File: config.mk
export PLATFORM = sky130hd
export DESIGN_NAME = bwc_top
export DESIGN_NICKNAME = d
export VERILOG_FILES = /design/src/design/bwc_pkg.sv /design/src/design/bwc_chan_if.sv /design/src/design/bwc_wake_chan.sv /design/src/design/bwc_top.sv
export VERILOG_INCLUDE_DIRS = /design/src /design/src/design
export SDC_FILE = /design/constraint.sdc
export NUM_CORES = 1
export LEC_CHECK = 0
export BUFFER_PORTS_ARGS = -buffer_cell sky130_fd_sc_hd__buf_2
export CELL_PAD_IN_SITES_DETAIL_PLACEMENT = 1
export CELL_PAD_IN_SITES_GLOBAL_PLACEMENT = 2
export CORE_MARGIN = 4
export CORE_UTILIZATION = 36
export CTS_CLUSTER_SIZE = 8
export DETAILED_ROUTE_END_ITERATION = 16
export GPL_TIMING_DRIVEN = 0
export PLACE_DENSITY = 0.84
export SLEW_MARGIN = 20
export SYNTH_ARGS = -nofsm -noshare
export SYNTH_HDL_FRONTEND = slang
export SYNTH_SLANG_ARGS = --single-unit
File: constraint.sdc
create_clock -name clk_i -period 2.15 [get_ports clk_i]
set_input_delay 0.3225 -clock clk_i [delete_from_list [all_inputs] [get_ports clk_i]]
set_output_delay 0.3225 -clock clk_i [all_outputs]
set_load 0.02 [all_outputs]
File: src/design/bwc_defs.svh
// constants for the battery wake control block
`ifndef BWC_DEFS_SVH
`define BWC_DEFS_SVH

`define BWC_NWAKE 7
`define BWC_CLK_NS 100
`define BWC_FILT_NS 1000
`define BWC_FILT_CYC ((`BWC_FILT_NS + `BWC_CLK_NS - 1) / `BWC_CLK_NS)
`define BWC_FILT_W 4
`define BWC_SLOW_HZ 32768
`define BWC_STEP_HZ 8
`define BWC_SLOW_PER_STEP (`BWC_SLOW_HZ / `BWC_STEP_HZ)
`define BWC_PRESC_W 12

`define BWC_OFS_CTRL 8'h00
`define BWC_OFS_LATCH_EN 8'h04
`define BWC_OFS_LATCH_RST 8'h08
`define BWC_OFS_IN_EN 8'h0c
`define BWC_OFS_HOLDOFF 8'h10
`define BWC_OFS_POL 8'h14
`define BWC_OFS_POSEDGE 8'h18
`define BWC_OFS_NEGEDGE 8'h1c
`define BWC_OFS_BUF_EN 8'h20

`define BWC_BIT_OUT 9
`define BWC_BIT_FW_LVL 10
`define BWC_BIT_FW_SEL 11
`define BWC_BIT_BYPASS 12
`define BWC_BIT_HOLDOFF 13
`define BWC_BIT_PIN_SEL 7
`define BWC_BIT_WEEK 16
`define BWC_BIT_CAL 17

`define BWC_RST_IN_EN 7'h07
`define BWC_RST_LATCH_EN 7'h30
`define BWC_RST_POL 7'h00
`define BWC_RST_BUF_EN 7'h00
`define BWC_RST_HOLDOFF 8'h00
`define BWC_RST_PIN_SEL 1'h1

`endif

File: src/design/bwc_pkg.sv
// types of the battery wake control block
`include "bwc_defs.svh"
package bwc_pkg;

typedef enum logic {
    BWC_HO_IDLE,
    BWC_HO_RUN
} bwc_ho_state_t;

typedef struct packed {
    logic level;
    logic [`BWC_FILT_W-1:0] cnt;
    logic latch;
    logic pos;
    logic neg;
} bwc_chan_state_t;

typedef struct packed {
    logic [`BWC_NWAKE-1:0] wk1;
    logic [`BWC_NWAKE-1:0] wk2;
    logic [2:0] week_s;
    logic [2:0] cal_s;
    logic [1:0] pg_s;
    logic [2:0] sd_s;
    logic [2:0] slow_s;
    logic [`BWC_NWAKE-1:0] latch_en;
    logic [`BWC_NWAKE-1:0] in_en;
    logic [`BWC_NWAKE-1:0] pol;
    logic [`BWC_NWAKE-1:0] buf_en;
    logic bypass;
    logic fw_sel;
    logic fw_lvl;
    logic pin_sel;
    logic week_le;
    logic cal_le;
    logic week_lat;
    logic cal_lat;
    logic [7:0] holdoff;
    bwc_ho_state_t ho_state;
    logic [7:0] ho_left;
    logic [`BWC_PRESC_W-1:0] presc;
    logic out;
    logic [`BWC_NWAKE-1:0] irq;
    logic pin_wake;
    logic ack;
    logic [31:0] dat;
} bwc_state_t;

endpackage

File: src/design/bwc_chan_if.sv
// carrier between the top and one wake input channel
`timescale 1ns/10ps
interface bwc_chan_if;
    logic pin;
    logic bypass;
    logic buf_en;
    logic pol;
    logic latch_en;
    logic latch_rst;
    logic pos_clr;
    logic neg_clr;
    logic status;
    logic pos;
    logic neg;

    modport chan (
        input pin, bypass, buf_en, pol, latch_en, latch_rst, pos_clr, neg_clr,
        output status, pos, neg
    );
    modport ctrl (
        output pin, bypass, buf_en, pol, latch_en, latch_rst, pos_clr, neg_clr,
        input status, pos, neg
    );
endinterface

File: src/design/bwc_wake_chan.sv
// one wake input: filter, polarity, latch and edge status
`timescale 1ns/10ps
`include "bwc_defs.svh"
module bwc_wake_chan
    import bwc_pkg::*;
(
    input wire logic clk_i,
    input wire logic rst_i,
    bwc_chan_if.chan ch
);
    bwc_chan_state_t s_q;
    bwc_chan_state_t s_d;
    logic active;

    always_comb begin
        s_d = s_q;
        // a disabled buffer freezes the path, so its edges are lost
        if (ch.buf_en) begin
            if (ch.bypass) begin
                s_d.level = ch.pin;
                s_d.cnt = '0;
            end else if (ch.pin != s_q.level) begin
                s_d.cnt = s_q.cnt + `BWC_FILT_W'(1);
                if (s_q.cnt == `BWC_FILT_W'(`BWC_FILT_CYC - 1)) begin
                    s_d.level = ch.pin;
                    s_d.cnt = '0;
                end
            end else begin
                s_d.cnt = '0;
            end
        end
        // edges seen on the filtered pin, before inversion
        if (ch.pos_clr) begin
            s_d.pos = 1'b0;
        end
        if (ch.neg_clr) begin
            s_d.neg = 1'b0;
        end
        if (ch.buf_en && !s_q.level && s_d.level) begin
            s_d.pos = 1'b1;
        end
        if (ch.buf_en && s_q.level && !s_d.level) begin
            s_d.neg = 1'b1;
        end
        // active low unless inverted; pin asserted beats latch reset
        active = ch.pol ? s_d.level : ~s_d.level;
        if (ch.latch_rst) begin
            s_d.latch = 1'b0;
        end
        if (ch.latch_en && ch.buf_en && active) begin
            s_d.latch = 1'b1;
        end
    end

    always_ff @(posedge clk_i) begin
        if (rst_i) begin
            s_q <= '{level: 1'b1, cnt: '0, latch: 1'b0, pos: 1'b0,
                     neg: 1'b0};
        end else begin
            s_q <= s_d;
        end
    end

    // status shows the latch when latching, else the live level
    assign ch.status = ch.latch_en ? s_q.latch
                     : (ch.buf_en & (ch.pol ? s_q.level : ~s_q.level));
    assign ch.pos = s_q.pos;
    assign ch.neg = s_q.neg;
endmodule

File: src/design/bwc_top.sv
// battery wake control: wake inputs, alarms, holdoff and bus slave
`timescale 1ns/10ps
`include "bwc_defs.svh"

// How it works
// - hardware ORs enabled wakes and both alarms
// - inputs active low, per-input polarity inversion
// - input enable gates each wake onto output
// - input state readable even when not enabled
// - glitch filter per input, one bypass bit
// - optional latch holds assertion after pin releases
// - both enables zero fully disables input
// - rail up and select set: output follows level
// - rail down: output from hardware logic
// - inversion after filter, before status latch
// - edge detect on filtered, uninverted level, any polarity
// - separate rising and falling edge status bits
// - edges only while the input buffer enabled
// - wake interrupts only while main rail up
// - battery reset loads all defaults, system reset isolates
// - rail down forces pins to wake function
// - holdoff forces hardware request low; firmware select with rail up still drives output
// - zero holdoff count disables timer entirely
// - holdoff asserts within one slow clock cycle
// - prescaler makes 8 Hz, 125 ms steps
// - no low power modes, always running
// - seven wake inputs, unused tied inactive
// - latch reset loses to an asserted input
// - count 1 to 255 gives 125 ms steps
module bwc_top
    import bwc_pkg::*;
(
    input wire logic clk_i,
    input wire logic rst_i,
    input wire logic system_domain_reset_i,
    input wire logic [`BWC_NWAKE-1:0] wake_input_n_i,
    input wire logic week_alarm_i,
    input wire logic cal_alarm_i,
    input wire logic main_rail_good_i,
    input wire logic shutdown_in_n_i,
    input wire logic slow_clk_i,
    input wire logic wb_cyc_i,
    input wire logic wb_stb_i,
    input wire logic wb_we_i,
    input wire logic [7:0] wb_adr_i,
    input wire logic [3:0] wb_sel_i,
    input wire logic [31:0] wb_dat_i,
    output logic [31:0] wb_dat_o,
    output logic wb_ack_o,
    output logic power_request_out_o,
    output logic [`BWC_NWAKE-1:0] wake_irq_o,
    output logic pin_is_wake_o,
    output logic holdoff_o
);
    bwc_state_t s_q;
    bwc_state_t s_d;

    bwc_chan_if ch_if [`BWC_NWAKE] ();
    logic [`BWC_NWAKE-1:0] st;
    logic [`BWC_NWAKE-1:0] pos;
    logic [`BWC_NWAKE-1:0] neg;
    logic [`BWC_NWAKE-1:0] ls_pulse;
    logic [`BWC_NWAKE-1:0] pos_clr;
    logic [`BWC_NWAKE-1:0] neg_clr;

    genvar g;
    generate
        for (g = 0; g < `BWC_NWAKE; g++) begin : gen_chan
            assign ch_if[g].pin = s_q.wk2[g];
            assign ch_if[g].bypass = s_q.bypass;
            assign ch_if[g].buf_en = s_q.in_en[g] | s_q.buf_en[g];
            assign ch_if[g].pol = s_q.pol[g];
            assign ch_if[g].latch_en = s_q.latch_en[g];
            assign ch_if[g].latch_rst = ls_pulse[g];
            assign ch_if[g].pos_clr = pos_clr[g];
            assign ch_if[g].neg_clr = neg_clr[g];
            assign st[g] = ch_if[g].status;
            assign pos[g] = ch_if[g].pos;
            assign neg[g] = ch_if[g].neg;
            bwc_wake_chan u_chan (
                .clk_i(clk_i),
                .rst_i(rst_i),
                .ch(ch_if[g].chan)
            );
        end
    endgenerate

    // merge write data into an old word under the byte lanes
    function automatic logic [31:0] merge(
        input logic [31:0] old,
        input logic [31:0] wd,
        input logic [3:0] sel
    );
        logic [31:0] r;
        r = old;
        for (int b = 0; b < 4; b++) begin
            if (sel[b]) begin
                r[b*8 +: 8] = wd[b*8 +: 8];
            end
        end
        return r;
    endfunction

    logic req;
    logic wr;
    logic [31:0] wmask;
    logic [31:0] ctrl_rd;
    logic [31:0] rd;
    logic [31:0] wv;
    logic rail_good;
    logic sd_fall;
    logic slow_rise;
    logic step;
    logic week_act;
    logic cal_act;
    logic hw_req;
    logic ho_active;

    always_comb begin
        s_d = s_q;
        rd = '0;
        wv = '0;
        ls_pulse = '0;
        pos_clr = '0;
        neg_clr = '0;

        // two flops on wake pins and rail, three on alarms, shutdown and slow clock
        s_d.wk1 = wake_input_n_i;
        s_d.wk2 = s_q.wk1;
        s_d.week_s = {s_q.week_s[1:0], week_alarm_i};
        s_d.cal_s = {s_q.cal_s[1:0], cal_alarm_i};
        s_d.pg_s = {s_q.pg_s[0], main_rail_good_i};
        s_d.sd_s = {s_q.sd_s[1:0], shutdown_in_n_i};
        s_d.slow_s = {s_q.slow_s[1:0], slow_clk_i};
        rail_good = s_q.pg_s[1];
        sd_fall = s_q.sd_s[2] & ~s_q.sd_s[1];
        slow_rise = s_q.slow_s[1] & ~s_q.slow_s[2];

        // system reset only isolates the bus side
        req = wb_cyc_i & wb_stb_i & ~s_q.ack & ~system_domain_reset_i;
        // a write lands on the edge where the master sees ack
        wr = wb_cyc_i & wb_stb_i & wb_we_i & s_q.ack & ~system_domain_reset_i;
        wmask = {{8{wb_sel_i[3]}}, {8{wb_sel_i[2]}},
                 {8{wb_sel_i[1]}}, {8{wb_sel_i[0]}}};

        ctrl_rd = '0;
        ctrl_rd[`BWC_NWAKE-1:0] = st;
        ctrl_rd[`BWC_BIT_PIN_SEL] = s_q.pin_sel;
        ctrl_rd[`BWC_BIT_OUT] = s_q.out;
        ctrl_rd[`BWC_BIT_FW_LVL] = s_q.fw_lvl;
        ctrl_rd[`BWC_BIT_FW_SEL] = s_q.fw_sel;
        ctrl_rd[`BWC_BIT_BYPASS] = s_q.bypass;
        ctrl_rd[`BWC_BIT_HOLDOFF] = (s_q.ho_state == BWC_HO_RUN);
        ctrl_rd[`BWC_BIT_WEEK] = s_q.week_le ? s_q.week_lat : s_q.week_s[2];
        ctrl_rd[`BWC_BIT_CAL] = s_q.cal_le ? s_q.cal_lat : s_q.cal_s[2];

        case (wb_adr_i)
            `BWC_OFS_CTRL: begin
                rd = ctrl_rd;
            end
            `BWC_OFS_LATCH_EN: begin
                rd[`BWC_NWAKE-1:0] = s_q.latch_en;
                rd[`BWC_BIT_WEEK] = s_q.week_le;
                rd[`BWC_BIT_CAL] = s_q.cal_le;
            end
            `BWC_OFS_IN_EN: begin
                rd[`BWC_NWAKE-1:0] = s_q.in_en;
            end
            `BWC_OFS_HOLDOFF: begin
                rd[7:0] = s_q.holdoff;
            end
            `BWC_OFS_POL: begin
                rd[`BWC_NWAKE-1:0] = s_q.pol;
            end
            `BWC_OFS_POSEDGE: begin
                rd[`BWC_NWAKE-1:0] = pos;
            end
            `BWC_OFS_NEGEDGE: begin
                rd[`BWC_NWAKE-1:0] = neg;
            end
            `BWC_OFS_BUF_EN: begin
                rd[`BWC_NWAKE-1:0] = s_q.buf_en;
            end
            default: begin
                rd = '0;
            end
        endcase

        if (wr) begin
            case (wb_adr_i)
                `BWC_OFS_CTRL: begin
                    wv = merge(ctrl_rd, wb_dat_i, wb_sel_i);
                    s_d.pin_sel = wv[`BWC_BIT_PIN_SEL];
                    s_d.fw_lvl = wv[`BWC_BIT_FW_LVL];
                    s_d.fw_sel = wv[`BWC_BIT_FW_SEL];
                    s_d.bypass = wv[`BWC_BIT_BYPASS];
                end
                `BWC_OFS_LATCH_EN: begin
                    wv = merge(rd, wb_dat_i, wb_sel_i);
                    s_d.latch_en = wv[`BWC_NWAKE-1:0];
                    s_d.week_le = wv[`BWC_BIT_WEEK];
                    s_d.cal_le = wv[`BWC_BIT_CAL];
                end
                `BWC_OFS_LATCH_RST: begin
                    wv = wb_dat_i & wmask;
                    ls_pulse = wv[`BWC_NWAKE-1:0];
                    if (wv[`BWC_BIT_WEEK]) begin
                        s_d.week_lat = 1'b0;
                    end
                    if (wv[`BWC_BIT_CAL]) begin
                        s_d.cal_lat = 1'b0;
                    end
                end
                `BWC_OFS_IN_EN: begin
                    wv = merge(rd, wb_dat_i, wb_sel_i);
                    s_d.in_en = wv[`BWC_NWAKE-1:0];
                end
                `BWC_OFS_HOLDOFF: begin
                    wv = merge(rd, wb_dat_i, wb_sel_i);
                    s_d.holdoff = wv[7:0];
                end
                `BWC_OFS_POL: begin
                    wv = merge(rd, wb_dat_i, wb_sel_i);
                    s_d.pol = wv[`BWC_NWAKE-1:0];
                end
                `BWC_OFS_POSEDGE: begin
                    wv = wb_dat_i & wmask;
                    pos_clr = wv[`BWC_NWAKE-1:0];
                end
                `BWC_OFS_NEGEDGE: begin
                    wv = wb_dat_i & wmask;
                    neg_clr = wv[`BWC_NWAKE-1:0];
                end
                `BWC_OFS_BUF_EN: begin
                    wv = merge(rd, wb_dat_i, wb_sel_i);
                    s_d.buf_en = wv[`BWC_NWAKE-1:0];
                end
                default: begin
                    wv = '0;
                end
            endcase
        end

        // alarm latches: a live alarm beats its reset
        if (s_q.week_le && s_q.week_s[2]) begin
            s_d.week_lat = 1'b1;
        end
        if (s_q.cal_le && s_q.cal_s[2]) begin
            s_d.cal_lat = 1'b1;
        end
        week_act = s_q.week_le ? s_q.week_lat : s_q.week_s[2];
        cal_act = s_q.cal_le ? s_q.cal_lat : s_q.cal_s[2];

        // inhibit timer, stepped by 8 Hz from the slow clock
        step = 1'b0;
        if (slow_rise) begin
            if (s_q.presc == `BWC_PRESC_W'(`BWC_SLOW_PER_STEP - 1)) begin
                s_d.presc = '0;
                step = 1'b1;
            end else begin
                s_d.presc = s_q.presc + `BWC_PRESC_W'(1);
            end
        end
        case (s_q.ho_state)
            BWC_HO_IDLE: begin
                if (sd_fall && s_q.holdoff != 8'h00) begin
                    s_d.ho_state = BWC_HO_RUN;
                    s_d.ho_left = s_q.holdoff;
                    s_d.presc = '0;
                end
            end
            BWC_HO_RUN: begin
                if (s_q.holdoff == 8'h00) begin
                    s_d.ho_state = BWC_HO_IDLE;
                    s_d.ho_left = 8'h00;
                end else if (sd_fall) begin
                    s_d.ho_left = s_q.holdoff;
                    s_d.presc = '0;
                end else if (step) begin
                    s_d.ho_left = s_q.ho_left - 8'h01;
                    if (s_q.ho_left == 8'h01) begin
                        s_d.ho_state = BWC_HO_IDLE;
                    end
                end
            end
            default: begin
                s_d.ho_state = BWC_HO_IDLE;
            end
        endcase
        ho_active = (s_d.ho_state == BWC_HO_RUN);

        // the inhibit overrides every hardware source
        hw_req = ~ho_active & (|(st & s_q.in_en) | week_act | cal_act);
        if (rail_good && s_q.fw_sel) begin
            s_d.out = s_q.fw_lvl;
        end else begin
            s_d.out = hw_req;
        end
        s_d.irq = rail_good ? st : '0;
        s_d.pin_wake = ~rail_good | s_q.pin_sel;

        s_d.ack = req;
        s_d.dat = req ? rd : '0;
    end

    // no sleep state: the whole block runs on every edge
    always_ff @(posedge clk_i) begin
        if (rst_i) begin
            s_q <= '0;
            s_q.wk1 <= '1;
            s_q.wk2 <= '1;
            s_q.sd_s <= 3'h7;
            s_q.latch_en <= `BWC_RST_LATCH_EN;
            s_q.in_en <= `BWC_RST_IN_EN;
            s_q.pol <= `BWC_RST_POL;
            s_q.buf_en <= `BWC_RST_BUF_EN;
            s_q.holdoff <= `BWC_RST_HOLDOFF;
            s_q.pin_sel <= `BWC_RST_PIN_SEL;
            s_q.pin_wake <= 1'b1;
            s_q.ho_state <= BWC_HO_IDLE;
        end else begin
            s_q <= s_d;
        end
    end

    assign wb_dat_o = s_q.dat;
    assign wb_ack_o = s_q.ack;
    assign power_request_out_o = s_q.out;
    assign wake_irq_o = s_q.irq;
    assign pin_is_wake_o = s_q.pin_wake;
    assign holdoff_o = (s_q.ho_state == BWC_HO_RUN);
endmodule

==> flow_results.xml, run 1 <==
<?xml version="1.0" encoding="UTF-8"?>
<metrics>
  <group name="synthesis">
    <metric name="post_synth_most_frequent_cells" unit="">dfxtp_1 (174), nor2_1 (80), nand3_1 (56)</metric>
    <metric name="yosysUniqueCellTypes" unit="">74</metric>
    <metric name="synth.area.top_cells" unit="">dfxtp_1 (41%), buf_4 (3.7%), nor2_1 (3.6%)</metric>
    <metric name="synth_top_flop_cell" unit="">dfxtp_1</metric>
    <metric name="yosys.cell_count.top_type" unit="">dfxtp_1</metric>
    <metric name="synth-seq-area-share" unit="%">41.23</metric>
    <metric name="synth_top_area_share" unit="%">41.23</metric>
    <metric name="synth-edff-count" unit="">0</metric>
    <metric name="synthesis.area" unit="um2">8449</metric>
    <metric name="postSynth.asyncResetShare" unit="%">0</metric>
    <metric name="synthesis.yosys.warnings" unit="">0</metric>
    <metric name="flip_flop_and_latch_count_after_synthesis" unit="">174</metric>
    <metric name="synth_cells" unit="">952</metric>
    <metric name="avgSynthCellArea" unit="um2">8.875</metric>
    <metric name="netlist.top_cell.by_area" unit="">dfxtp_1</metric>
  </group>
  <group name="hold_path">
    <metric name="worst_hold_path_type" unit="">input port to register</metric>
    <metric name="hp-start" unit="">wake_input_n_i[1]</metric>
    <metric name="worstHoldEndpoint" unit="">s_d[122]</metric>
    <metric name="worstHoldPathCells" unit="">2</metric>
  </group>
  <group name="routing">
    <metric name="drtPass1Iterations" unit="">5</metric>
    <metric name="antenna_left" unit="">0</metric>
    <metric name="drcViolationCount" unit="">0</metric>
    <metric name="average_via_count_per_standard_cell" unit="">5.466</metric>
    <metric name="post_drt_wl_per_cell" unit="um">20.71</metric>
    <metric name="routed-via-count" unit="">7570</metric>
    <metric name="number_of_drc_markers_in_iteration_0" unit="">567</metric>
    <metric name="detailed_route_wl" unit="um">28680</metric>
  </group>
  <group name="worst_setup_path">
    <metric name="r2r_end" unit="">s_q[94]</metric>
    <metric name="cells_along_the_critical_path" unit="">nor2_1 &gt; nor3_1 &gt; o311a_1 &gt; nor3_2 &gt; o31ai_1</metric>
    <metric name="cp_slowest_stage_delay" unit="ps">530</metric>
    <metric name="worstPathRequired" unit="ps">2450</metric>
    <metric name="timing.reg2reg.setup_slack" unit="ps">40</metric>
    <metric name="timing.critical_path.buf_inv" unit="">0</metric>
    <metric name="worst-r2r-cell-count" unit="">5</metric>
    <metric name="r2r-start" unit="">s_q[94]</metric>
    <metric name="setup.worst_path.class" unit="">register to register</metric>
    <metric name="critical_path.max_fanout" unit="">9</metric>
    <metric name="critical-path-slowest-cell" unit="">nor2_1</metric>
    <metric name="timing.critical_path.arrival" unit="ps">2410</metric>
    <metric name="path_delay_family" unit="">simple AND/OR/NAND/NOR gates</metric>
    <metric name="endpoint_kind" unit="">register</metric>
    <metric name="critPathLaunchType" unit="">register</metric>
  </group>
  <group name="sta">
    <metric name="final-hold-violation-count" unit="">0</metric>
    <metric name="post-route-worst-setup-slack" unit="ps">41.56</metric>
    <metric name="finalSetupViolCount" unit="">0</metric>
    <metric name="fin_skew" unit="ps">7.898</metric>
    <metric name="fin_setup_tns" unit="ps">0</metric>
    <metric name="final.period_utilization" unit="%">98.07</metric>
    <metric name="rsz0062_at_grt" unit="">no</metric>
    <metric name="fmax" unit="GHz">0.4743</metric>
    <metric name="tightest_slew" unit="ps">838.9</metric>
    <metric name="worst_slew_margin_rel" unit="%">44.08</metric>
    <metric name="slew_violations" unit="">0</metric>
    <metric name="fin_crit" unit="ps">2108</metric>
  </group>
  <group name="clocking">
    <metric name="clkSlewWorstSetupHoldPaths" unit="ps">70</metric>
    <metric name="cts_inserted_buffers" unit="">17</metric>
    <metric name="cts_hold_buf" unit="">0</metric>
    <metric name="cts_root_buffer" unit="">clkbuf_16</metric>
    <metric name="clock_sinks" unit="">174</metric>
    <metric name="clk_lat_worst_skew" unit="ps">440</metric>
    <metric name="htreeDepth" unit="">4</metric>
    <metric name="cts-root-to-sink-buffers" unit="">2</metric>
    <metric name="tritoncts" unit="">done</metric>
  </group>
  <group name="placement">
    <metric name="dpl.hpwl" unit="um">20820</metric>
    <metric name="buffer_ports.inserted" unit="">65</metric>
    <metric name="detailed_place.area" unit="um2">9226</metric>
    <metric name="finalWeightedCongestion" unit="">0.9266</metric>
    <metric name="place.detailed.instances" unit="">1346</metric>
    <metric name="pre_cts_slack" unit="ps">-781.7</metric>
  </group>
  <group name="grt">
    <metric name="pin_count_of_the_biggest_net_entering_global_routing" unit="">18</metric>
    <metric name="initial_antenna_violation_count" unit="">0</metric>
    <metric name="global_route.usage.met1" unit="%">29.01</metric>
    <metric name="grt_use_met3" unit="%">4.236</metric>
    <metric name="grt_first_pass_wirelength" unit="um">44220</metric>
    <metric name="track_usage" unit="%">22.01</metric>
    <metric name="grt-ovfl-total" unit="">0</metric>
    <metric name="first_global_vias" unit="">7631</metric>
    <metric name="grt.busiest_layer" unit="">met2</metric>
    <metric name="use_met2" unit="%">35.42</metric>
  </group>
  <group name="power_and_ir_drop">
    <metric name="report.power.total" unit="W">0.007256</metric>
    <metric name="power.leakage" unit="nW">3.889</metric>
    <metric name="powerDensity" unit="nW/um2">726.4</metric>
    <metric name="vdd_drop_max" unit="mV">0.5416</metric>
  </group>
  <group name="final_layout">
    <metric name="insertedDiodeCount" unit="">0</metric>
    <metric name="drive_gt1_share" unit="%">20.62</metric>
    <metric name="layout.cell_area.non_filler" unit="um2">9990</metric>
    <metric name="finalNetCount" unit="">1138</metric>
    <metric name="layout.cells.non_filler" unit="">1385</metric>
    <metric name="synth_to_final_area_change" unit="%">18.23</metric>
  </group>
  <group name="status">
    <metric name="status" unit="">finished clean</metric>
  </group>
  <group name="floorplan">
    <metric name="fp.dieW" unit="um">161.2</metric>
    <metric name="die_area" unit="um2">25990</metric>
    <metric name="core" unit="um2">22850</metric>
    <metric name="pin_count" unit="">105</metric>
    <metric name="floorplan.initialDensity" unit="%">36.98</metric>
    <metric name="core.rowCount" unit="">55</metric>
    <metric name="chipHeight" unit="um">161.2</metric>
  </group>
  <group name="job">
    <metric name="timing.max_cap.violations" unit="">0</metric>
  </group>
</metrics>
## state kept, by name, indices dropped and copies added, names as in the netlist
signal / cells
wb_ack_o: 1
ch_if.latch_en: 7
ctrl_rd: 3
power_request_out_o: 1
s_d: 16
gen_chan.u_chan.ch.pos: 7
pin_is_wake_o: 1
ch_if.pin: 7
holdoff_o: 1
wake_irq_o: 7
rail_good: 1
ch_if.pol: 7
wb_dat_o: 15
s_q: 50
gen_chan.u_chan.ch.neg: 7
gen_chan.u_chan.s_q: 42
ch_if.bypass: 1
## how the worst max path moves through the flow
stage	slack, ps	cells past startpoint	endpoint	start
2_1_floorplan	230	7	gen_chan[1].u_chan.s_q[2]	wb_adr_i[5]
3_3_place_gp	-710	6	gen_chan[0].u_chan.s_q[7]	rst_i
3_5_place_dp	-780	6	gen_chan[0].u_chan.s_q[7]	rst_i
4_1_cts	40	5	s_q[96]	s_q[96]
5_1_grt	20	6	s_q[55]	s_q[42]
6_report	40	5	s_q[94]	s_q[94]
## logic make-up (layout without fill, tap and decap cells)
family          after synthesis  count (layout)  share of synthesized area, %
compound gates              201             201                         15.61
flops                       174             174                         41.23
mux                          31              31                         3.969
fa+ha+maj                    17              17                         2.517
simple gates                364             364                         24.08
other cells                   1              17                       0.04438
buf+inv                     111             215                         7.063
xor+xnor                     53              53                         5.494
## routing by layer
layer,part of all wire (%),vias up
met4,3.4,0
met5,0,-
met1,45,3697
met2,46,244
met3,5.6,58
li1,-,3571
## stage by stage
stage	util, %	hold slack (ps)
2_1_floorplan	-	389.5
3_3_place_gp	40.38	392.1
3_5_place_dp	40.38	395.4
4_1_cts	43.54	54.67
5_1_grt	43.72	56.38
6_report	43.72	65.84
## power breakdown
part / leakage [nW] / switching, W / internal, W
registers: 1.41 / 0.0000174 / 0.00325
clock network: 0.331 / 0.00146 / 0.00211
logic: 2.15 / 0.000289 / 0.000131
## placed cells by master (no fill, tap or decap), drive strengths merged, types with 4 or more instances in the layout
master,instances
and3b,4
nor2,81
nor3b,8
or3,8
nor4,7
clkbuf,48
a21o,8
nand2,46
nand2b,8
mux2i,20
nor3,20
o21ai,42
o22ai,6
ha,17
and4,4
a32oi,4
a31oi,13
o2111ai,4
o31ai,26
buf,124
or2,26
mux2,10
xnor2,21
o211ai,4
dfxtp,174
and3,15
nand3,56
bufinv,5
nor2b,24
a211oi,5
a21oi,55
nand4,16
inv,35
nand3b,25
and2,6
xor2,32
conb,17
## worst register-to-register path: cells and delay by family (launching register included)
family	cells	cell delay (ps)
simple gates	3	1040
compound gates	2	560
flops	1	390
## repair_timing
item / in CTS / in global routing
pin swaps: 2 / 1
buffers inserted: 4 / 4
endpoints found under the setup margin: 43 / 39
gates resized for setup: 6 / 7
## final cells by class
class | count | area [um2]
Fill cell | 2727 | 12860
Multi-Input combinational cell | 683 | 4454
Sequential cell | 174 | 3485
Buffer | 82 | 494.2
Clock buffer | 17 | 425.4
Tap cell | 313 | 391.6
Timing Repair Buffer | 73 | 385.4
Clock inverter | 15 | 249.0
Inverter | 28 | 105.1
Note: power is estimated with default switching activity, not from simulation.
==> inputs of run 2 (changes only) <==
--- a/config.mk
+++ b/config.mk
@@ -14,6 +14,7 @@
 export CTS_CLUSTER_SIZE = 8
 export DETAILED_ROUTE_END_ITERATION = 16
 export GPL_TIMING_DRIVEN = 0
+export MAX_ROUTING_LAYER = met4
 export PLACE_DENSITY = 0.84
 export SLEW_MARGIN = 20
 export SYNTH_ARGS = -nofsm -noshare
==> run 2 against run 1 <==
Die area unchanged. Via count down 0.96%. Power down 6.0%. Final area down 0.98%. Maximum frequency up 3.1%. Critical path depth up 1. Critical path type is now input port to register. Largest power group is now registers. Sequential share of layout area up 0.34 points.
==> flow_results.xml, run 2 (same netlist as run 1, synthesis figures left out) <==
<?xml version="1.0" encoding="UTF-8"?>
<metrics>
  <group name="clocking">
    <metric name="cts-root-to-sink-buffers" unit="">2</metric>
    <metric name="htreeDepth" unit="">4</metric>
    <metric name="clkSlewWorstSetupHoldPaths" unit="ps">70</metric>
    <metric name="clk_lat_worst_skew" unit="ps">440</metric>
    <metric name="cts_inserted_buffers" unit="">17</metric>
    <metric name="clock_sinks" unit="">174</metric>
    <metric name="cts_root_buffer" unit="">clkbuf_16</metric>
    <metric name="tritoncts" unit="">done</metric>
  </group>
  <group name="final_layout">
    <metric name="layout.cells.most_common" unit="">dfxtp_1</metric>
    <metric name="layout.cells.non_filler" unit="">1382</metric>
    <metric name="drive_gt1_share" unit="%">20.49</metric>
    <metric name="top_register" unit="">s_q</metric>
    <metric name="multi_input_area" unit="um2">4461</metric>
    <metric name="largest_register_ff_count" unit="">50</metric>
    <metric name="synth_to_final_area_change" unit="%">17.07</metric>
    <metric name="finalNetCount" unit="">1135</metric>
    <metric name="register_area" unit="um2">3485</metric>
    <metric name="fin_util" unit="%">43.30</metric>
    <metric name="layout.filler_cells" unit="">2743</metric>
    <metric name="insertedDiodeCount" unit="">0</metric>
    <metric name="mostFrequentLayoutCells" unit="">dfxtp_1 (173), nor2_1 (77), buf_2 (71)</metric>
  </group>
  <group name="routing">
    <metric name="drcViolationCount" unit="">0</metric>
    <metric name="antenna_left" unit="">0</metric>
    <metric name="number_of_drc_markers_in_iteration_0" unit="">542</metric>
    <metric name="drtPass1Iterations" unit="">5</metric>
    <metric name="routed-via-count" unit="">7497</metric>
    <metric name="average_via_count_per_standard_cell" unit="">5.425</metric>
    <metric name="detailed_route_wl" unit="um">27780</metric>
    <metric name="post_drt_wl_per_cell" unit="um">20.10</metric>
  </group>
  <group name="placement">
    <metric name="dpl.hpwl" unit="um">20660</metric>
    <metric name="finalWeightedCongestion" unit="">0.9498</metric>
    <metric name="place.detailed.instances" unit="">1346</metric>
    <metric name="buffer_ports.inserted" unit="">65</metric>
  </group>
  <group name="power_and_ir_drop">
    <metric name="powerDensity" unit="nW/um2">689.4</metric>
    <metric name="vdd_drop_max" unit="mV">0.3426</metric>
    <metric name="power.leakage" unit="nW">3.832</metric>
  </group>
  <group name="floorplan">
    <metric name="fp.dieW" unit="um">161.2</metric>
    <metric name="chipHeight" unit="um">161.2</metric>
    <metric name="pin_count" unit="">105</metric>
    <metric name="floorplan.initialDensity" unit="%">36.98</metric>
    <metric name="core" unit="um2">22850</metric>
    <metric name="core.rowCount" unit="">55</metric>
    <metric name="die_area" unit="um2">25990</metric>
  </group>
  <group name="worst_setup_path">
    <metric name="worst-r2r-cell-count" unit="">5</metric>
    <metric name="critical-path-slowest-cell" unit="">nor4_4</metric>
    <metric name="setup.worst_path.class" unit="">input port to register</metric>
    <metric name="timing.critical_path.arrival" unit="ps">2340</metric>
    <metric name="path_delay_family" unit="">simple AND/OR/NAND/NOR gates</metric>
    <metric name="cells_along_the_critical_path" unit="">buf_2 &gt; nor4_4 &gt; nand3_1 &gt; clkbuf_1 &gt; nor3b_1 &gt; nor3_1</metric>
    <metric name="cp_slowest_stage_delay" unit="ps">670</metric>
    <metric name="r2r-start" unit="">ch_if[0].latch_en</metric>
    <metric name="r2r_end" unit="">ch_if[0].pol</metric>
    <metric name="critical_path.max_fanout" unit="">10</metric>
    <metric name="timing.reg2reg.setup_slack" unit="ps">130</metric>
    <metric name="critPathLaunchType" unit="">input port</metric>
    <metric name="crit_cells" unit="">6</metric>
    <metric name="endpoint_kind" unit="">register</metric>
    <metric name="timing.critical_path.buf_inv" unit="">2</metric>
    <metric name="worstPathRequired" unit="ps">2450</metric>
  </group>
  <group name="hold_path">
    <metric name="worstHoldPathCells" unit="">2</metric>
    <metric name="hp-start" unit="">wake_input_n_i[5]</metric>
    <metric name="worstHoldEndpoint" unit="">s_d[126]</metric>
    <metric name="worst_hold_path_type" unit="">input port to register</metric>
  </group>
  <group name="sta">
    <metric name="final-hold-violation-count" unit="">0</metric>
    <metric name="fmax" unit="GHz">0.4888</metric>
    <metric name="fin_setup_tns" unit="ps">0</metric>
    <metric name="worst_slew_margin_rel" unit="%">42.38</metric>
    <metric name="final.period_utilization" unit="%">95.15</metric>
    <metric name="whs" unit="ps">63.95</metric>
    <metric name="fin_skew" unit="ps">11.70</metric>
    <metric name="fin_crit" unit="ps">2046</metric>
    <metric name="rsz0062_at_grt" unit="">no</metric>
    <metric name="tightest_slew" unit="ps">864.3</metric>
    <metric name="slew_violations" unit="">0</metric>
    <metric name="finalSetupViolCount" unit="">0</metric>
  </group>
  <group name="grt">
    <metric name="track_usage" unit="%">21.94</metric>
    <metric name="grt_first_pass_wirelength" unit="um">42900</metric>
    <metric name="first_global_vias" unit="">7415</metric>
    <metric name="grt-ovfl-total" unit="">0</metric>
    <metric name="pin_count_of_the_biggest_net_entering_global_routing" unit="">17</metric>
    <metric name="initial_antenna_violation_count" unit="">0</metric>
  </group>
  <group name="status">
    <metric name="status" unit="">finished clean</metric>
  </group>
  <group name="job">
    <metric name="timing.max_cap.violations" unit="">0</metric>
  </group>
</metrics>
-- run 2: cell count changes in the layout (fill, tap and decap cells not counted), moves of 2 or more --
cell,delta
bufinv_16,-3
clkbuf_2,-2
clkinv_2,+2
clkinvlp_4,+2
inv_8,-2
-- run 2: routing by layer --
metal,global-route usage (%),part of all wire (%),up-vias
met5,-,0,-
met4,6.824,2.1,0
met3,4.440,5.1,38
met2,34.08,46,190
met1,28.93,47,3708
li1,-,-,3561
-- run 2: how the worst max path moves through the flow --
stage,from,end,slack (ps)
2_1_floorplan,wb_adr_i[5],gen_chan[1].u_chan.s_q[2],230
3_3_place_gp,rst_i,gen_chan[0].u_chan.s_q[7],-720
3_5_place_dp,rst_i,gen_chan[0].u_chan.s_q[7],-740
4_1_cts,wb_ack_o,s_q[74],8
5_1_grt,ch_if[0].latch_en,ch_if[0].pol,0.4
6_report,wb_adr_i[4],s_q[74],100
-- run 2: through the flow --
stage	power [W]	setup WS (ps)	instance area, um2
2_1_floorplan	0.003572	230.6	8509
3_3_place_gp	0.003740	-721.0	9226
4_1_cts	0.006869	7.655	9841
3_5_place_dp	0.003745	-735.8	9226
5_1_grt	0.007049	0.4119	9892
6_report	0.006820	104.2	9892
-- run 2: layout make-up --
class | count | share of cell area (%)
buffer | 80 | 4.895
clock buffer | 18 | 4.338
clock inverter | 14 | 1.568
inverter | 28 | 1.100
multi-input combinational | 683 | 45.09
sequential | 174 | 35.23
tap | 313 | 3.959
timing repair buffer | 72 | 3.820
-- run 2: repair_timing --
item | 4_1_cts | 5_1_grt
hold buffers | 0 | 0
pin swaps | 2 | 1
setup endpoints to repair | 43 | 37
gates resized for setup | 4 | 10
setup buffers | 3 | 4
-- run 2: power by group --
part | internal, W | switching, W | leakage [nW]
Clock | 0.00174 | 0.00140 | 0.288
Sequential | 0.00325 | 0.0000167 | 1.41
Combinational | 0.000130 | 0.000285 | 2.14
==> inputs of run 3 (changes only) <==
--- a/config.mk
+++ b/config.mk
@@ -9,8 +9,8 @@
 export BUFFER_PORTS_ARGS = -buffer_cell sky130_fd_sc_hd__buf_2
 export CELL_PAD_IN_SITES_DETAIL_PLACEMENT = 1
 export CELL_PAD_IN_SITES_GLOBAL_PLACEMENT = 2
-export CORE_MARGIN = 4
 export CORE_UTILIZATION = 36
+export CTS_CLUSTER_DIAMETER = 80
 export CTS_CLUSTER_SIZE = 8
 export DETAILED_ROUTE_END_ITERATION = 16
 export GPL_TIMING_DRIVEN = 0
==> run 3 against run 2 <==
Count of clock-buffer cells in the layout down 1. Combinational power about the same. Final area about the same. Routed wire length about the same. Flip-flop and latch count unchanged. Worst hold slack worse by 2.4 ps. Maximum frequency down 0.29%. Power down 0.20%. Via count up 0.49%. Largest power group unchanged. First-iteration DRC count down 16%. Critical endpoint unchanged. Largest cell class unchanged.
==> flow_results.xml, run 3 (same netlist as run 1, synthesis figures left out) <==
<?xml version="1.0" encoding="UTF-8"?>
<metrics>
  <group name="status">
    <metric name="status" unit="">finished clean</metric>
  </group>
  <group name="final_layout">
    <metric name="layout.cell_area.non_filler" unit="um2">9894</metric>
    <metric name="layout.cells.most_common" unit="">dfxtp_1</metric>
    <metric name="layout.filler_cells" unit="">2715</metric>
    <metric name="insertedDiodeCount" unit="">0</metric>
    <metric name="finalNetCount" unit="">1133</metric>
    <metric name="synth_to_final_area_change" unit="%">17.10</metric>
    <metric name="mostFrequentLayoutCells" unit="">dfxtp_1 (174), nor2_1 (77), buf_2 (72)</metric>
    <metric name="top_register" unit="">s_q</metric>
    <metric name="layout.cells.non_filler" unit="">1380</metric>
    <metric name="largest_register_ff_count" unit="">50</metric>
    <metric name="drive_gt1_share" unit="%">20.43</metric>
  </group>
  <group name="sta">
    <metric name="worst_slew_margin_rel" unit="%">42.83</metric>
    <metric name="rsz0062_at_grt" unit="">no</metric>
    <metric name="post-route-worst-setup-slack" unit="ps">98.30</metric>
    <metric name="final-hold-violation-count" unit="">0</metric>
    <metric name="fin_skew" unit="ps">13.58</metric>
    <metric name="final.period_utilization" unit="%">95.43</metric>
    <metric name="slew_violations" unit="">0</metric>
    <metric name="fin_crit" unit="ps">2052</metric>
    <metric name="tightest_slew" unit="ps">857.6</metric>
    <metric name="fmax" unit="GHz">0.4874</metric>
    <metric name="finalSetupViolCount" unit="">0</metric>
  </group>
  <group name="grt">
    <metric name="pin_count_of_the_biggest_net_entering_global_routing" unit="">20</metric>
    <metric name="grt-ovfl-total" unit="">0</metric>
    <metric name="track_usage" unit="%">24.48</metric>
    <metric name="grt_first_pass_wirelength" unit="um">42860</metric>
    <metric name="first_global_vias" unit="">7380</metric>
    <metric name="initial_antenna_violation_count" unit="">0</metric>
  </group>
  <group name="power_and_ir_drop">
    <metric name="power.sequential.fraction" unit="%">48.0</metric>
    <metric name="power.switching_fraction" unit="%">27.35</metric>
    <metric name="powerDensity" unit="nW/um2">687.9</metric>
    <metric name="share_comb_of_total_power" unit="%">6.1</metric>
    <metric name="vdd_drop_max" unit="mV">0.3736</metric>
    <metric name="cellInternalPower" unit="W">0.004945</metric>
    <metric name="clock_group_share_of_total_power" unit="%">46.0</metric>
    <metric name="report.power.total" unit="W">0.006806</metric>
    <metric name="power.leakage" unit="nW">3.819</metric>
    <metric name="switchingPower" unit="W">0.001861</metric>
  </group>
  <group name="worst_setup_path">
    <metric name="r2r-start" unit="">ch_if[0].bypass</metric>
    <metric name="timing.critical_path.arrival" unit="ps">2350</metric>
    <metric name="cp_slowest_stage_delay" unit="ps">690</metric>
    <metric name="critical-path-slowest-cell" unit="">nor4b_4</metric>
    <metric name="timing.critical_path.buf_inv" unit="">2</metric>
    <metric name="path_delay_family" unit="">simple AND/OR/NAND/NOR gates</metric>
    <metric name="r2r_end" unit="">gen_chan[5].u_chan.s_q[2]</metric>
    <metric name="worstPathRequired" unit="ps">2450</metric>
    <metric name="worst-r2r-cell-count" unit="">6</metric>
    <metric name="cp-startpoint" unit="">wb_adr_i[1]</metric>
    <metric name="timing.reg2reg.setup_slack" unit="ps">110</metric>
    <metric name="endpoint_kind" unit="">register</metric>
    <metric name="critical_path.max_fanout" unit="">10</metric>
    <metric name="cells_along_the_critical_path" unit="">buf_2 &gt; nor4b_4 &gt; nand3_1 &gt; clkbuf_1 &gt; nor3b_1 &gt; nor3_1</metric>
    <metric name="critPathLaunchType" unit="">input port</metric>
    <metric name="setup.worst_path.class" unit="">input port to register</metric>
  </group>
  <group name="routing">
    <metric name="detailed_route_wl" unit="um">27780</metric>
    <metric name="number_of_drc_markers_in_iteration_0" unit="">454</metric>
    <metric name="drcViolationCount" unit="">0</metric>
    <metric name="met3WireLength" unit="um">1321</metric>
    <metric name="average_via_count_per_standard_cell" unit="">5.459</metric>
    <metric name="wire_length_on_met1" unit="um">12650</metric>
    <metric name="met2WireLength" unit="um">12830</metric>
    <metric name="post_drt_wl_per_cell" unit="um">20.13</metric>
    <metric name="drtPass1Iterations" unit="">4</metric>
    <metric name="antenna_left" unit="">0</metric>
    <metric name="routed-via-count" unit="">7534</metric>
    <metric name="top_signal_layer_used" unit="">met4</metric>
  </group>
  <group name="clocking">
    <metric name="clk_lat_worst_skew" unit="ps">450</metric>
    <metric name="clock_sinks" unit="">174</metric>
    <metric name="tritoncts" unit="">done</metric>
    <metric name="cts_root_buffer" unit="">clkbuf_16</metric>
    <metric name="cts-root-to-sink-buffers" unit="">2</metric>
    <metric name="htreeDepth" unit="">4</metric>
    <metric name="cts_hold_buf" unit="">0</metric>
    <metric name="cts_inserted_buffers" unit="">17</metric>
    <metric name="clkSlewWorstSetupHoldPaths" unit="ps">80</metric>
  </group>
  <group name="floorplan">
    <metric name="core" unit="um2">22850</metric>
    <metric name="chipHeight" unit="um">155.2</metric>
    <metric name="pin_count" unit="">105</metric>
    <metric name="floorplan.initialDensity" unit="%">36.98</metric>
    <metric name="fp.dieW" unit="um">155.2</metric>
    <metric name="die_area" unit="um2">24090</metric>
    <metric name="core.rowCount" unit="">55</metric>
  </group>
  <group name="placement">
    <metric name="pre_cts_slack" unit="ps">-691.1</metric>
    <metric name="finalWeightedCongestion" unit="">0.9532</metric>
    <metric name="buffer_ports.inserted" unit="">65</metric>
    <metric name="place.detailed.instances" unit="">1346</metric>
    <metric name="dpl.hpwl" unit="um">20440</metric>
    <metric name="detailed_place.area" unit="um2">9226</metric>
  </group>
  <group name="hold_path">
    <metric name="hp-start" unit="">wake_input_n_i[1]</metric>
    <metric name="worst_hold_path_type" unit="">input port to register</metric>
    <metric name="worstHoldEndpoint" unit="">s_d[122]</metric>
    <metric name="worstHoldPathCells" unit="">2</metric>
  </group>
  <group name="job">
    <metric name="timing.max_cap.violations" unit="">0</metric>
  </group>
</metrics>
[run 3: cell types whose count changed in the layout (fill, tap and decap cells not counted), moves of 2 or more]
cell,before,now
buf_4,49,45
clkinv_8,0,4
inv_8,1,5
clkinv_2,3,0
inv_6,5,2
bufinv_16,2,0
[run 3: final cells by class]
| type | instances | area (um2) | area share, % |
|---|---|---|---|
| repair buffers | 68 | 347.8 | 3.515 |
| well taps | 313 | 391.6 | 3.958 |
| inverters | 28 | 105.1 | 1.062 |
| clock buffers | 17 | 425.4 | 4.299 |
| multi-input cells | 683 | 4476 | 45.23 |
| flip-flops and latches | 174 | 3483 | 35.20 |
| clock inverters | 15 | 172.7 | 1.745 |
| plain buffers | 82 | 493.0 | 4.982 |
[run 3: per-layer routing]
| metal | global-route usage, % | vias to the layer above |
|---|---|---|
| met5 | - | - |
| met4 | 10.64 | 0 |
| met3 | 4.011 | 59 |
| met2 | 39.08 | 218 |
| met1 | 30.56 | 3705 |
| li1 | - | 3552 |
[run 3: timing repair]
action                     4_1_cts  5_1_grt
gates resized for setup          6        9
setup buffers                    3        0
pin swaps                        2        0
hold endpoints to repair         0        0
setup endpoints to repair       43       39
[run 3: worst reg2reg max path, cell delays in order (launching register included)]
cell     delay [ps]
dfxtp_1         500
inv_1           220
buf_2           280
a21oi_1         310
mux2i_1         320
xnor2_1         150
o22ai_1         100
[run 3: worst max-delay path by stage]
| stage | to | slack (ps) | cells past startpoint |
|---|---|---|---|
| 3_3_place_gp | gen_chan[0].u_chan.s_q[7] | -640 | 6 |
| 4_1_cts | gen_chan[6].u_chan.s_q[2] | 20 | 6 |
| 3_5_place_dp | gen_chan[0].u_chan.s_q[7] | -690 | 6 |
| 2_1_floorplan | gen_chan[1].u_chan.s_q[2] | 230 | 7 |
| 5_1_grt | gen_chan[5].u_chan.s_q[2] | 2 | 6 |
| 6_report | s_q[74] | 100 | 6 |
[run 3: metrics by stage]
| stage | hold WS (ps) | TNS (ps) | util (%) |
|---|---|---|---|
| after floorplan | 389.5 | 0 | - |
| after global placement | 391.3 | -24930 | 40.38 |
| after detailed placement | 396.7 | -26920 | 40.38 |
| after CTS | 51.82 | 0 | 43.17 |
| after global routing | 50.06 | 0 | 43.31 |
| final | 61.51 | 0 | 43.31 |
[run 3: power by group through the flow]
stage / Sequential [W] / Clock [W] / Combinational (W)
detailed placement: 0.00334 / 0 / 0.000404
global route: 0.00327 / 0.00332 / 0.000441
floorplan: 0.00333 / 0 / 0.000237
CTS: 0.00326 / 0.00318 / 0.000407
finish: 0.00326 / 0.00313 / 0.000414
global placement: 0.00334 / 0 / 0.000402
